## src/design/tec_pkg.sv

```systemverilog
// package for the timer and external-interrupt control register
// assumes one cpu clock domain and an sfr bus with byte-wide data
package tec_pkg;

   // ------------------------------------------------
   // register address and reset
   // ------------------------------------------------
   localparam logic [7:0] TEC_ADDR = 8'h88; // sfr address of the control register
   localparam logic [7:0] TEC_RESET = 8'h00; // every field resets to zero

   // ------------------------------------------------
   // field positions
   // ------------------------------------------------
   localparam int TEC_T1_OVF = 7; // timer 1 overflow flag
   localparam int TEC_T1_RUN = 6; // timer 1 run
   localparam int TEC_T0_OVF = 5; // timer 0 overflow flag
   localparam int TEC_T0_RUN = 4; // timer 0 run
   localparam int TEC_X1_REQ = 3; // external 1 request flag
   localparam int TEC_X1_TRG = 2; // external 1 trigger select
   localparam int TEC_X0_REQ = 1; // external 0 request flag
   localparam int TEC_X0_TRG = 0; // external 0 trigger select

   // ------------------------------------------------
   // carriers
   // ------------------------------------------------
   // sfr access from the core
   typedef struct packed {
      logic [7:0] addr; // sfr address
      logic wr; // write strobe, one cycle
      logic [7:0] wdata; // write data
   } tec_sfr_t;

   // per-source events: overflows and vector acknowledges
   typedef struct packed {
      logic t1; // timer 1
      logic t0; // timer 0
      logic x1; // external 1
      logic x0; // external 0
   } tec_evt_t;

endpackage : tec_pkg

```

## src/design/tec_control.sv

```systemverilog
// timer and external-interrupt control/status register, 8 bits at sfr 0x88
// assumes a synchronous core bus and pins already synchronous to clk_sys
`timescale 1ns/1ps

module tec_control
(
   input wire logic clk_sys, // cpu clock
   input wire logic reset_n, // async reset, active low
   input tec_pkg::tec_sfr_t sfr, // core sfr write access
   input wire logic [7:0] sfr_raddr, // core sfr read address
   output logic [7:0] sfr_rdata, // read data, zero when not addressed
   output logic sfr_rsel, // high when read address hits this register
   input tec_pkg::tec_evt_t overflow, // one-cycle timer overflow pulses (t1,t0)
   input tec_pkg::tec_evt_t vector_ack, // one-cycle vector pulses per source
   input wire logic ext_irq1_pin, // external interrupt 1, active low
   input wire logic ext_irq0_pin, // external interrupt 0, active low
   output logic timer1_run, // timer 1 may count
   output logic timer0_run, // timer 0 may count
   output logic [7:0] timer_extint_control // register contents to interrupt logic
);

   // ------------------------------------------------
   // state
   // ------------------------------------------------
   logic [7:0] ctl_reg; // stored bits; level-mode request bits unused
   logic [7:0] ctl_next; // next stored value
   logic irq1_prev_reg; // last pin 1 sample
   logic irq0_prev_reg; // last pin 0 sample

   // ------------------------------------------------
   // decode
   // ------------------------------------------------
   wire wr_hit = sfr.wr && (sfr.addr == tec_pkg::TEC_ADDR); // write to us
   wire trg1 = ctl_reg[tec_pkg::TEC_X1_TRG];
   wire trg0 = ctl_reg[tec_pkg::TEC_X0_TRG];

   // ------------------------------------------------
   // pin edge detection
   // ------------------------------------------------
   // the history flops reset high, the idle level of the active-low pins,
   // so leaving reset with a pin high never looks like an edge
   wire fall1 = irq1_prev_reg && !ext_irq1_pin;
   wire fall0 = irq0_prev_reg && !ext_irq0_pin;

   // ------------------------------------------------
   // software values for the flags
   // ------------------------------------------------
   // a write loads these bits into the flags; a one sets, a zero clears
   wire wbit_t1 = sfr.wdata[tec_pkg::TEC_T1_OVF]; // timer 1 flag value
   wire wbit_t0 = sfr.wdata[tec_pkg::TEC_T0_OVF]; // timer 0 flag value
   wire wbit_x1 = sfr.wdata[tec_pkg::TEC_X1_REQ]; // pin 1 request value
   wire wbit_x0 = sfr.wdata[tec_pkg::TEC_X0_REQ]; // pin 0 request value

   // latching flag update shared by all four flags; priority rises from
   // vector clear to software write to hardware set, so an event that
   // lands with a clear in the same cycle is never lost
   function automatic logic flag_next(input logic cur, input logic set,
                                      input logic wr, input logic wbit,
                                      input logic ack);
      logic v;
      v = cur;
      if (ack)
         v = 1'b0;
      if (wr)
         v = wbit;
      if (set)
         v = 1'b1;
      return v;
   endfunction : flag_next

   // next value of every stored bit
   always_comb
   begin
      ctl_next = ctl_reg;
      if (wr_hit)
      begin
         // run and trigger bits are plain software bits
         ctl_next[tec_pkg::TEC_T1_RUN] = sfr.wdata[tec_pkg::TEC_T1_RUN];
         ctl_next[tec_pkg::TEC_T0_RUN] = sfr.wdata[tec_pkg::TEC_T0_RUN];
         ctl_next[tec_pkg::TEC_X1_TRG] = sfr.wdata[tec_pkg::TEC_X1_TRG];
         ctl_next[tec_pkg::TEC_X0_TRG] = sfr.wdata[tec_pkg::TEC_X0_TRG];
      end
      // timer flags: overflow sets, a write loads, a vector clears
      ctl_next[tec_pkg::TEC_T1_OVF] = flag_next(ctl_reg[tec_pkg::TEC_T1_OVF],
         overflow.t1, wr_hit, wbit_t1, vector_ack.t1);
      ctl_next[tec_pkg::TEC_T0_OVF] = flag_next(ctl_reg[tec_pkg::TEC_T0_OVF],
         overflow.t0, wr_hit, wbit_t0, vector_ack.t0);
      // edge latches; in level mode the latch is held clear, so a later
      // switch to edge mode starts from a clean flag and never reports an
      // edge that was seen while the pin was only being mirrored
      ctl_next[tec_pkg::TEC_X1_REQ] = trg1 && flag_next(ctl_reg[tec_pkg::TEC_X1_REQ],
         fall1, wr_hit, wbit_x1, vector_ack.x1);
      ctl_next[tec_pkg::TEC_X0_REQ] = trg0 && flag_next(ctl_reg[tec_pkg::TEC_X0_REQ],
         fall0, wr_hit, wbit_x0, vector_ack.x0);
   end

   // register and pin history; the history flops reset to the idle high
   // level so that no false edge follows reset
   always_ff @(posedge clk_sys or negedge reset_n)
   begin
      if (!reset_n)
      begin
         ctl_reg <= tec_pkg::TEC_RESET;
         irq1_prev_reg <= 1'b1;
         irq0_prev_reg <= 1'b1;
      end
      else
      begin
         ctl_reg <= ctl_next;
         irq1_prev_reg <= ext_irq1_pin;
         irq0_prev_reg <= ext_irq0_pin;
      end
   end

   // ------------------------------------------------
   // visible value
   // ------------------------------------------------
   logic [7:0] view; // value seen by reads and interrupt logic
   // in level mode the request bits mirror the inverted pins directly, so
   // the stored latch bit is ignored there and a write to it has no effect
   always_comb
   begin
      view = ctl_reg;
      if (!trg1)
         view[tec_pkg::TEC_X1_REQ] = !ext_irq1_pin;
      if (!trg0)
         view[tec_pkg::TEC_X0_REQ] = !ext_irq0_pin;
   end

   // ------------------------------------------------
   // outputs
   // ------------------------------------------------
   // the run bits go straight from the flops, so a timer halts or starts
   // on the cycle after the write that changes its bit
   assign timer1_run = ctl_reg[tec_pkg::TEC_T1_RUN];
   assign timer0_run = ctl_reg[tec_pkg::TEC_T0_RUN];
   assign timer_extint_control = view;
   // reads are combinational; an unaddressed read returns zero
   assign sfr_rsel = (sfr_raddr == tec_pkg::TEC_ADDR);
   assign sfr_rdata = sfr_rsel ? view : 8'h00;

   // ------------------------------------------------
   // checks
   // ------------------------------------------------
   // timer 1 flag
   a_t1_ovf_set: assert property (@(posedge clk_sys) disable iff (!reset_n)
      overflow.t1 |=> ctl_reg[tec_pkg::TEC_T1_OVF])
      else $error("timer 1 overflow not flagged");
   a_t1_ack_clr: assert property (@(posedge clk_sys) disable iff (!reset_n)
      vector_ack.t1 && !overflow.t1 && !wr_hit |=> !ctl_reg[tec_pkg::TEC_T1_OVF])
      else $error("timer 1 flag not cleared on vector");
   a_t1_wr_clr: assert property (@(posedge clk_sys) disable iff (!reset_n)
      wr_hit && !wbit_t1 && !overflow.t1 |=> !ctl_reg[tec_pkg::TEC_T1_OVF])
      else $error("timer 1 flag not cleared by write");

   // timer 0 flag
   a_t0_ovf_set: assert property (@(posedge clk_sys) disable iff (!reset_n)
      overflow.t0 |=> ctl_reg[tec_pkg::TEC_T0_OVF])
      else $error("timer 0 overflow not flagged");
   a_t0_wr_clr: assert property (@(posedge clk_sys) disable iff (!reset_n)
      wr_hit && !wbit_t0 && !overflow.t0 |=> !ctl_reg[tec_pkg::TEC_T0_OVF])
      else $error("timer 0 flag not cleared by write");
   a_t0_ack_clr: assert property (@(posedge clk_sys) disable iff (!reset_n)
      vector_ack.t0 && !overflow.t0 && !wr_hit |=> !ctl_reg[tec_pkg::TEC_T0_OVF])
      else $error("timer 0 flag not cleared on vector");

   // run bits change only through a write
   a_run_follow: assert property (@(posedge clk_sys) disable iff (!reset_n)
      wr_hit |=> timer1_run == $past(sfr.wdata[tec_pkg::TEC_T1_RUN])
         && timer0_run == $past(sfr.wdata[tec_pkg::TEC_T0_RUN]))
      else $error("run bits do not follow write");
   a_t1_run_hold: assert property (@(posedge clk_sys) disable iff (!reset_n)
      !wr_hit |=> $stable(timer1_run))
      else $error("timer 1 run changed without write");
   a_t0_run_hold: assert property (@(posedge clk_sys) disable iff (!reset_n)
      !wr_hit |=> $stable(timer0_run))
      else $error("timer 0 run changed without write");

   // pin 1 request
   a_x1_edge: assert property (@(posedge clk_sys) disable iff (!reset_n)
      trg1 && !wr_hit && fall1 |=> view[tec_pkg::TEC_X1_REQ] || !trg1)
      else $error("pin 1 falling edge not latched");
   a_x1_no_rise: assert property (@(posedge clk_sys) disable iff (!reset_n)
      trg1 && !wr_hit && !ctl_reg[tec_pkg::TEC_X1_REQ] && !$fell(ext_irq1_pin)
         |=> !ctl_reg[tec_pkg::TEC_X1_REQ])
      else $error("pin 1 request set without falling edge");
   a_x1_ack_clr: assert property (@(posedge clk_sys) disable iff (!reset_n)
      trg1 && vector_ack.x1 && !wr_hit && !$fell(ext_irq1_pin)
         |=> !ctl_reg[tec_pkg::TEC_X1_REQ])
      else $error("pin 1 request not cleared on vector");
   a_x1_level: assert property (@(posedge clk_sys) disable iff (!reset_n)
      !trg1 && sfr_rsel |-> sfr_rdata[tec_pkg::TEC_X1_REQ] == !ext_irq1_pin)
      else $error("pin 1 level not reflected");
   a_x1_lvl_clr: assert property (@(posedge clk_sys) disable iff (!reset_n)
      !trg1 |=> !ctl_reg[tec_pkg::TEC_X1_REQ])
      else $error("pin 1 latch not held clear in level mode");

   // pin 0 request
   a_x0_edge: assert property (@(posedge clk_sys) disable iff (!reset_n)
      trg0 && !wr_hit && $fell(ext_irq0_pin) |=> ctl_reg[tec_pkg::TEC_X0_REQ])
      else $error("pin 0 falling edge not latched");
   a_x0_hold: assert property (@(posedge clk_sys) disable iff (!reset_n)
      trg0 && view[tec_pkg::TEC_X0_REQ] && !wr_hit && !vector_ack.x0
         |=> view[tec_pkg::TEC_X0_REQ] || !trg0)
      else $error("pin 0 request dropped");
   a_x0_level: assert property (@(posedge clk_sys) disable iff (!reset_n)
      !trg0 && sfr_rsel |-> sfr_rdata[tec_pkg::TEC_X0_REQ] == !ext_irq0_pin)
      else $error("pin 0 level not reflected");
   a_x0_lvl_clr: assert property (@(posedge clk_sys) disable iff (!reset_n)
      !trg0 |=> !ctl_reg[tec_pkg::TEC_X0_REQ])
      else $error("pin 0 latch not held clear in level mode");

endmodule : tec_control

```

## config.mk

```make
export PLATFORM = sky130hd
export DESIGN_NAME = tec_control
export DESIGN_NICKNAME = d
export VERILOG_FILES = /design/src/design/tec_pkg.sv /design/src/design/tec_control.sv
export SDC_FILE = /design/constraint.sdc
export NUM_CORES = 1
export LEC_CHECK = 0
export BUFFER_PORTS_ARGS = -buffer_cell sky130_fd_sc_hd__clkbuf_2
export CAP_MARGIN = 10
export CORE_MARGIN = 2
export CORE_UTILIZATION = 34
export CTS_BUF_LIST = sky130_fd_sc_hd__clkbuf_16
export CTS_CLUSTER_SIZE = 40
export DETAILED_ROUTE_END_ITERATION = 8
export PLACE_DENSITY_LB_ADDON = 0.15
export SETUP_SLACK_MARGIN = 0.05
export SYNTH_ARGS = -nofsm -noshare
export SYNTH_HDL_FRONTEND = slang
export SYNTH_SLANG_ARGS = --single-unit
```

## constraint.sdc

```tcl
create_clock -name clk_sys -period 1.6 [get_ports clk_sys]
set_clock_uncertainty 0.15 [all_clocks]
set_input_delay 0.24 -clock clk_sys [delete_from_list [all_inputs] [get_ports clk_sys]]
set_output_delay 0.24 -clock clk_sys [all_outputs]
set_load 0.05 [all_outputs]
```

==> results of run 1 <==
## critical path: cells and delay by family
kind	cells	cell delay, ns
buffers and inverters	2	0.24
and+or+nand+nor	3	0.91
## per-stage QoR
step / total power, uW / cells / hold WS (ns) / cell area (um^2)
final: 850 / 124 / 0.0421 / 1150
after global routing: 884 / 124 / 0.0432 / 1150
after CTS: 862 / 123 / 0.0406 / 1130
after detailed placement: 413 / 116 / -0.0338 / 838
after global placement: 411 / 116 / -0.0314 / 838
after floorplan: 366 / 51 / -0.206 / 587
## kinds of logic (layout without fill, tap and decap cells)
group,Yosys count,in the layout
AO/OA/AOI/OAI,5,5
buffers and inverters,7,63
flip-flops,10,10
multiplexers,4,4
AND/OR/NAND/NOR,25,26
## placed cells by master (no fill, tap or decap), drive strengths merged, types with 2 or more instances in the layout
cell         Yosys  layout
and2             8       8
nor3             2       2
o21ai            2       2
nand3            2       2
mux2             4       4
dfrtp            8       8
dlygate4sd3      0       3
buf              7       6
dfstp            2       2
a211o            2       2
nor2             2       3
nor3b            2       2
clkbuf           0      54
nand2            3       3
## routing by layer
metal	up-vias	wire length, um	GRT usage, %	part of all wire (%)
met2	28	936	33.8	57
li1	293	-	-	-
met1	275	574	18.9	35
met4	0	26	6.67	1.6
met3	4	106	8.16	6.4
met5	-	0	0	0
## cell type report
cell class,instances,area (um^2),share of cell area (%)
clock buffers,3,75.1,6.53
multi-input cells,35,289,25.1
flip-flops and latches,10,255,22.2
well taps,16,20.0,1.74
repair buffers,60,510,44.4
## path summary, 6_finish.rpt
path	startpoint	end	slack (ns)	cells past startpoint
worst min-delay path	overflow[3]	ctl_reg[7]	0.04	2
worst max-delay path	sfr_raddr[4]	sfr_rdata[2]	-0.19	5
worst max register to register	ctl_reg[0]	ctl_reg[1]	0.33	3
min in group asynchronous	reset_n	ctl_reg[1]	0.26	2
worst min register to register	irq0_prev_reg	ctl_reg[1]	0.40	2
max in group asynchronous	reset_n	irq1_prev_reg	0.78	2
## where the power goes
part           switching [uW]  internal (uW)  leakage, uW
clock                     106            323    0.0000370
combinational            81.9           61.2     0.000416
sequential               10.1            268     0.000122
total                     198            653     0.000575
## repair_timing
item                                    4_1_cts  5_1_grt
setup buffers                                 0        1
pin swaps                                     3        2
gates cloned                                  1        0
endpoints found under the hold margin        12        0
resized for setup                            29        5
hold buffers                                  3        0
endpoints found under the setup margin       11       11
==> run metrics, run 1 <==
syn_nets a little under 90; share of cells above drive strength 1 76.9%; Fin. Hold Viols 0; P_leak between 0.0005 and 0.0006 uW; Routed Antenna Nets 0; IO Port Bufs 53; maximum VDD drop 0.000692 V; final worst-path cycle share 112%; CP Cell Sequence buf_6 > or4_4 > nor2_4 > and2_4 > clkbuf_16; post-place setup slack -0.332 ns; Slew @ Worst Pin between 0.2 and 0.3 ns; #FFs+latches synth 10; async set-or-reset flop fraction in the synthesized netlist 100%; # IOs 56; RSZ-0062 raised after global routing yes; fmax between 500 and 600 MHz; CTS Buf Count 3; Core ar. around 1500 um^2; Syn. warnings 0; run status finished, violations left; chip width about 44 um; max cap viols 0; Crit Path Category input pin to output port; DR vias/cell ~4.8; Starting Density a little over a third; Slew Limit Fails 0; # diodes 0; sequential area share after synthesis 45.9%; gpl congestion 0.708; worst-path fanout max 5; Skew-Pair Late Insertion Delay 0.23 ns; clock slew at reported path FFs roughly 0.040 ns; Crit. End Element output port; area grow syn2layout 109%; Compound-Gate Fraction of Synth Area 7.05%; relative slew slack ~81%; clock buffer depth 2; Arrival @ worst endpoint around 1.4 ns; final core utilization between 70% and 80%; CP max stage delay 0.57 ns; top cell type's share of synthesized area roughly 36%; clock root buffer clkbuf_16; DRT Wirelength 1640 um; global-route usage over all layers a little under a fifth; final number of setup-violating endpoints 9; distinct cell type count after synthesis 21; Worst EP required around 1.2 ns; Startpoint Class input pin; Worst Setup Slack, final -0.186 ns; Cell Rows 14; mux cell area share after synthesis under 10%; initial antenna violation count 0; clk sinks 10; total congestion overflow 0; Post-synth EDFFs 0; Gate Count Post-Synth a little over 50; Die ar. roughly 2000 um^2; drt drc 0; top cells by count, synth and2_1 (8), dfrtp_1 (8), buf_4 (6), mux2_2 (4), nand2_1 (3); Synth Area in Simple Gates approximately 29%; fillcell total ~110; max reg flops 8; Post-Synth XOR/XNOR Area 0%; TritonRoute pass-1 iters 2; pin count of the biggest net entering global routing 11; cell area after synthesis 551 um^2; via count 600; Die Span Y 44.2 um; failing checks setup timing; WL/cell ~13 um; DRT iter0 DRCs 3; Post-Syn Area per Cell between 10 and 15 um^2; vias in the first global route 597; synth top area cells dfrtp_1 (36%), dfstp_2 (9.5%), and2_1 (9.1%); NumNets Final roughly 150; pwr dens roughly 740 nW/um^2; final setup TNS -1.46 ns; fraction of the mapped netlist area in adder cells 0%; largest family of logic cells by synthesized area simple AND/OR/NAND/NOR gates; area leader, netlist dfrtp_1; detailed placement HPWL roughly 1200 um; TritonCTS clock tree done; htree depth 1; fin crit period about 1.8 ns; CP max stage cell or4_4; HP Class input pin to flop; Synth Flop Type dfrtp_1; first-pass GRT wire length roughly 2600 um
Power figures use the tool's default switching activity.
==> inputs of run 2 (changes only) <==
==> constraint.sdc (replaced) <==
create_clock -name clk_sys -period 1.8 [get_ports clk_sys]
set_clock_uncertainty 0.15 [all_clocks]
set_input_delay 0.27 -clock clk_sys [delete_from_list [all_inputs] [get_ports clk_sys]]
set_output_delay 0.27 -clock clk_sys [all_outputs]
set_load 0.05 [all_outputs]
==> run 2 against run 1 <==
- the flow still finishes with violations (setup timing)
- global-route usage is 2.6 points lower
- sequential cell count stayed put
- wire length is 11% lower
- critical endpoint is now sfr_rdata[3]
- clock power is 11% lower
- critical path type unchanged
- first-iteration DRC count is 67% higher
- critical path depth stayed put
- non-clock buffer count is 4 lower
- count of clock-buffer cells in the layout stayed put
- die area stayed put
- hold slack worse by 0.036 ns
- register-to-register slack better by 0.16 ns
==> run metrics, run 2 (synthesis results as in run 1) <==
Cell Rows 14 (unchanged); Top Layer Used met3 (was met4); Hold Slack 0.00578 ns (was 0.0421 ns); TritonCTS clock tree done (unchanged); total congestion overflow 0 (unchanged); Die Span Y 44.2 um (unchanged); DR vias/cell 4.84 (about the same); fmax roughly 540 MHz; IO Port Bufs 53 (unchanged); first-pass GRT wire length 2390 um (was 2560 um); global-route usage over all layers 16.1% (was 18.7%); worst hold path stage count 1 (was 2); HP Class input pin to flop (unchanged); P_leak 0.000559 uW (was 0.000575 uW); Internal 577 uW (was 653 uW); clock buffer depth 2 (unchanged); Worst EP required 1.38 ns (was 1.21 ns); Setup Buffers After CTS 0 (unchanged); Fin. Hold Viols 0 (unchanged); share of cells above drive strength 1 75.2% (was 76.9%); Power Total 749 uW (was 850 uW); worst-path fanout max 5 (unchanged); met2 wire len 824 um (was 936 um); Psw 172 uW (was 198 uW); placed instance area 831 um^2 (was 838 um^2); CTS Buf Count 3 (unchanged); most common cell after layout, fill and taps aside clkbuf_2 (unchanged); Worst Setup SP sfr_raddr[1] (was sfr_raddr[4]); Combinational Power Share 16.0% (was 16.8%); area grow syn2layout 98.6% (was 109%); most frequent cells in the layout clkbuf_2 (44), clkbuf_16 (11), and2_4 (8), dfrtp_1 (8), mux2_2 (4) (was clkbuf_2 (41), clkbuf_16 (11), and2_4 (8), dfrtp_1 (6), mux2_2 (4)); clock root buffer clkbuf_16 (unchanged); clk sinks 10 (unchanged); relative slew slack 81.1% (was 81.0%); Slew @ Worst Pin 0.285 ns (about the same); reg2reg end ctl_reg[1] (unchanged); drt drc 0 (unchanged); detailed placement HPWL 1110 um (was 1160 um); maximum VDD drop 0.000610 V (was 0.000692 V); vias in the first global route 594 (was 597); final instance area 1090 um^2 (was 1150 um^2); # diodes 0 (unchanged); run status finished, violations left (unchanged); final number of setup-violating endpoints 8 (was 9); RSZ-0062 raised after global routing yes (unchanged); met3 routed WL 94 um (was 106 um); Worst Setup Slack, final -0.0360 ns (was -0.186 ns); Arrival @ worst endpoint 1.42 ns (was 1.40 ns); final core utilization 72.6% (was 76.3%); fin crit period 1.84 ns; htree depth 1 (unchanged); Crit Path Category input pin to output port (unchanged); Crit. End Element output port (unchanged); gpl congestion 0.743 (was 0.708); NumNets Final 143 (was 147); Routed Antenna Nets 0 (unchanged); DRT iter0 DRCs 5 (was 3); met1 wire length 552 um (was 574 um); Die ar. 1960 um^2 (unchanged); worst r2r path cells 3 (unchanged); WL/cell 12.2 um (was 13.3 um); final worst-path cycle share 102%; pwr dens 685 nW/um^2 (was 740 nW/um^2); Core ar. 1510 um^2 (unchanged); Starting Density 36.5% (unchanged); Hold Path End irq0_prev_reg (was ctl_reg[7]); pin count of the biggest net entering global routing 11 (unchanged); DRT Wirelength 1470 um (was 1640 um); FF-to-FF setup slack 0.49 ns (was 0.33 ns); failing checks setup timing (unchanged); Startpoint Class input pin (unchanged); max cap viols 0 (unchanged); via count 586 (was 600); max reg flops 8 (unchanged); clock power share 50.9% (was 50.4%); final setup TNS -0.170 ns (was -1.46 ns); Seq pwr share 33.0% (was 32.7%); Slew Limit Fails 0 (unchanged); initial antenna violation count 0 (unchanged); Hold Crit Start ext_irq0_pin (was overflow[3]); # IOs 56 (unchanged); worst r2r src ctl_reg[0] (unchanged); switch share 23.0% (was 23.3%); TritonRoute pass-1 iters 2 (unchanged); chip width 44.2 um (unchanged); clock slew at reported path FFs 0.04 ns (about the same); Skew-Pair Late Insertion Delay 0.23 ns (about the same)
[run 2: worst max path at each step]
stage | cells after the start | end | slack, ns
after CTS | 5 | sfr_rdata[3] | -0.03
final | 5 | sfr_rdata[3] | -0.04
after floorplan | 3 | sfr_rdata[0] | -0.13
after global routing | 5 | sfr_rdata[1] | -0.07
after detailed placement | 5 | sfr_rdata[0] | -0.19
after global placement | 5 | sfr_rdata[2] | -0.18
[run 2: cell type report]
class,instances,area [um^2]
multi-input combinational,35,289
fill,121,413
clock inverter,1,3.75
timing repair buffer,56,453
sequential,10,253
tap,16,20.0
clock buffer,3,75.1
[run 2: power groups by stage]
stage               clock network (uW)  registers [uW]  logic (uW)
floorplan                            0             256        69.4
global placement                     0             250         115
detailed placement                   0             250         117
CTS                                393             247         121
global route                       404             249         129
finish                             381             247         120
[run 2: timing repair]
action                                  in CTS  in global routing
endpoints found under the hold margin        8                  0
pin swaps                                    3                  1
gates cloned                                 1                  0
hold buffers                                 1                  0
endpoints found under the setup margin       9                  9
gates resized for setup                     26                  1
[run 2: stage by stage]
step | cells | setup slack (ns)
after floorplan | 51 | -0.129
after global placement | 115 | -0.182
after detailed placement | 115 | -0.193
after CTS | 121 | -0.0336
after global routing | 121 | -0.0665
final | 121 | -0.0360
[run 2: critical path, cell delays in order]
cell and delay [ns]:
clkbuf_2 0.08, or4_4 0.56, nor2_4 0.17, and2_4 0.18, clkbuf_16 0.15
[run 2: metal layers]
metal,global-route usage [%],vias up
li1,-,291
met1,18.6,271
met2,29.1,24
met3,2.45,0
met4,7.27,0
met5,0,-
==> inputs of run 3 (changes only) <==
--- a/config.mk
+++ b/config.mk
@@ -13,7 +13,8 @@
 export CTS_CLUSTER_SIZE = 40
 export DETAILED_ROUTE_END_ITERATION = 8
 export PLACE_DENSITY_LB_ADDON = 0.15
-export SETUP_SLACK_MARGIN = 0.05
+export SETUP_SLACK_MARGIN = 0.02
+export SKIP_LAST_GASP = 1
 export SYNTH_ARGS = -nofsm -noshare
 export SYNTH_HDL_FRONTEND = slang
 export SYNTH_SLANG_ARGS = --single-unit
==> constraint.sdc (replaced) <==
create_clock -name clk_sys -period 1.9 [get_ports clk_sys]
set_clock_uncertainty 0.15 [all_clocks]
set_input_delay 0.285 -clock clk_sys [delete_from_list [all_inputs] [get_ports clk_sys]]
set_output_delay 0.285 -clock clk_sys [all_outputs]
set_load 0.05 [all_outputs]
==> run 3 against run 2 <==
- the run now ends clean
- register-to-register slack better by 0.08 ns
- final area down 10%
- power down 6.1%
- combinational power down 6%
- sequential share of layout area up 2.6 points
- die area unchanged
- first-iteration DRC count down 20%
- hold slack better by 0.010 ns
- critical path depth unchanged
- critical endpoint is now sfr_rdata[0]
- critical path type unchanged
- worst setup slack better by 0.039 ns
- clock power down 6.8%
- final cell count down 1.7%
==> run metrics, run 3 (synthesis results as in run 1) <==
vias in the first global route 547 (was 594); chip width 44.2 um (unchanged); Starting Density 36.5% (unchanged); Slew Limit Fails 0 (unchanged); run status completed (was finished, violations left); fmax about 530 MHz; worst-path fanout max 5 (unchanged); DRT Wirelength 1450 um (was 1470 um); HP Class input pin to flop (unchanged); Routed Antenna Nets 0 (unchanged); area grow syn2layout 78.6% (was 98.6%); share of cells above drive strength 1 75.7% (was 75.2%); P_leak 0.000518 uW (was 0.000559 uW); fin crit period about 1.9 ns; clock root buffer clkbuf_16 (unchanged); # diodes 0 (unchanged); Fin. Hold Viols 0 (unchanged); gpl congestion 0.735 (was 0.743); max cap viols 0 (unchanged); Startpoint Class input pin (unchanged); Slew @ Worst Pin 0.281 ns (was 0.285 ns); NumNets Final 142 (was 143); most common cell after layout, fill and taps aside clkbuf_2 (unchanged); first-pass GRT wire length 2280 um (was 2390 um); Skew-Pair Late Insertion Delay 0.23 ns (about the same); # IOs 56 (unchanged); TritonRoute pass-1 iters 4 (was 2); clock buffer depth 2 (unchanged); final number of setup-violating endpoints 0 (was 8); WL/cell 12.2 um (about the same); fillcell total 131 (was 121); Cell Rows 14 (unchanged); Die ar. 1960 um^2 (unchanged); DRT iter0 DRCs 4 (was 5); final setup TNS 0 ns (was -0.170 ns); placed instance area 823 um^2 (was 831 um^2); CTS Buf Count 3 (unchanged); drt drc 0 (unchanged); maximum VDD drop 0.000588 V (was 0.000610 V); Worst EP required 1.46 ns (was 1.38 ns); DR vias/cell 4.82 (was 4.84); relative slew slack 81.3% (was 81.1%); global-route usage over all layers 16.4% (was 16.1%); Crit Path Category input pin to output port (unchanged); final instance area 983 um^2 (was 1090 um^2); Crit. End Element output port (unchanged); IO Port Bufs 53 (unchanged); Die Span Y 44.2 um (unchanged); clk sinks 10 (unchanged); clock slew at reported path FFs 0.04 ns (about the same); pwr dens 715 nW/um^2 (was 685 nW/um^2); total congestion overflow 0 (unchanged); pin count of the biggest net entering global routing 11 (unchanged); TritonCTS clock tree done (unchanged); max reg flops 8 (unchanged); final worst-path cycle share approximately 100%; via count 574 (was 586); most frequent cells in the layout clkbuf_2 (45), and2_4 (8), dfrtp_1 (8), buf_8 (5), mux2_2 (4) (was clkbuf_2 (44), clkbuf_16 (11), and2_4 (8), dfrtp_1 (8), mux2_2 (4)); initial antenna violation count 0 (unchanged); htree depth 1 (unchanged); Arrival @ worst endpoint 1.46 ns (was 1.42 ns); RSZ-0062 raised after global routing yes (unchanged); Core ar. 1510 um^2 (unchanged)
## run 3: cell types whose count changed in the layout (fill, tap and decap cells not counted), sizes merged
cell / delta
buf: +5
clkbuf: -6
inv: -1
## run 3: cell type report
| type | count | area, um^2 | area share [%] |
|---|---|---|---|
| clock buffers | 3 | 75.1 | 7.63 |
| well taps | 16 | 20.0 | 2.04 |
| repair buffers | 55 | 347 | 35.2 |
| multi-input cells | 35 | 289 | 29.4 |
| flip-flops and latches | 10 | 253 | 25.7 |
## run 3: path summary, 6_finish.rpt
path / endpoint / cells after the start / slack (ns) / start
worst min-delay path: irq0_prev_reg / 1 / 0.02 / ext_irq0_pin
min in group asynchronous: ctl_reg[0] / 2 / 0.31 / reset_n
worst max-delay path: sfr_rdata[0] / 5 / 0.003 / sfr_raddr[1]
worst min register to register: ctl_reg[1] / 2 / 0.40 / irq0_prev_reg
max in group asynchronous: irq1_prev_reg / 2 / 1.03 / reset_n
worst max register to register: ctl_reg[1] / 3 / 0.57 / ctl_reg[0]
## run 3: worst max-delay path, stage by stage
cell and delay [ns]:
clkbuf_2 0.08, or4_4 0.57, nor2_4 0.20, and2_4 0.18, buf_8 0.14
## run 3: per-stage QoR
step | hold WS [ns] | setup slack [ns] | instances | power (uW) | utilization (%)
after floorplan | -0.161 | -0.0588 | 51 | 308 | -
after global placement | 0.0182 | -0.112 | 114 | 346 | 54.7
after detailed placement | 0.0125 | -0.118 | 114 | 347 | 54.7
after CTS | 0.0149 | 0.0202 | 119 | 714 | 64.9
after global routing | 0.0184 | -0.0256 | 119 | 739 | 65.3
final | 0.0162 | 0.00279 | 119 | 703 | 65.3
## run 3: per-layer routing
layer	vias to the layer above	global-route usage, %	wire length (um)
met4	0	1.82	0
met3	0	6.94	127
met2	26	31.8	820
met1	263	16.5	499
li1	285	-	-
met5	-	0	0
## run 3: what timing repair did
item	CTS	global route
buffers inserted	0	0
cloned	1	0
hold buffers	1	0
endpoints found under the setup margin	9	7
hold endpoints to repair	8	0
pin swaps	1	2
gates resized for setup	15	7
## run 3: where the power goes
group / internal [uW] / leakage (uW) / switching, uW
clock network: 272 / 0.0000370 / 83.7
registers: 226 / 0.000126 / 8.64
logic: 45.7 / 0.000355 / 67.5
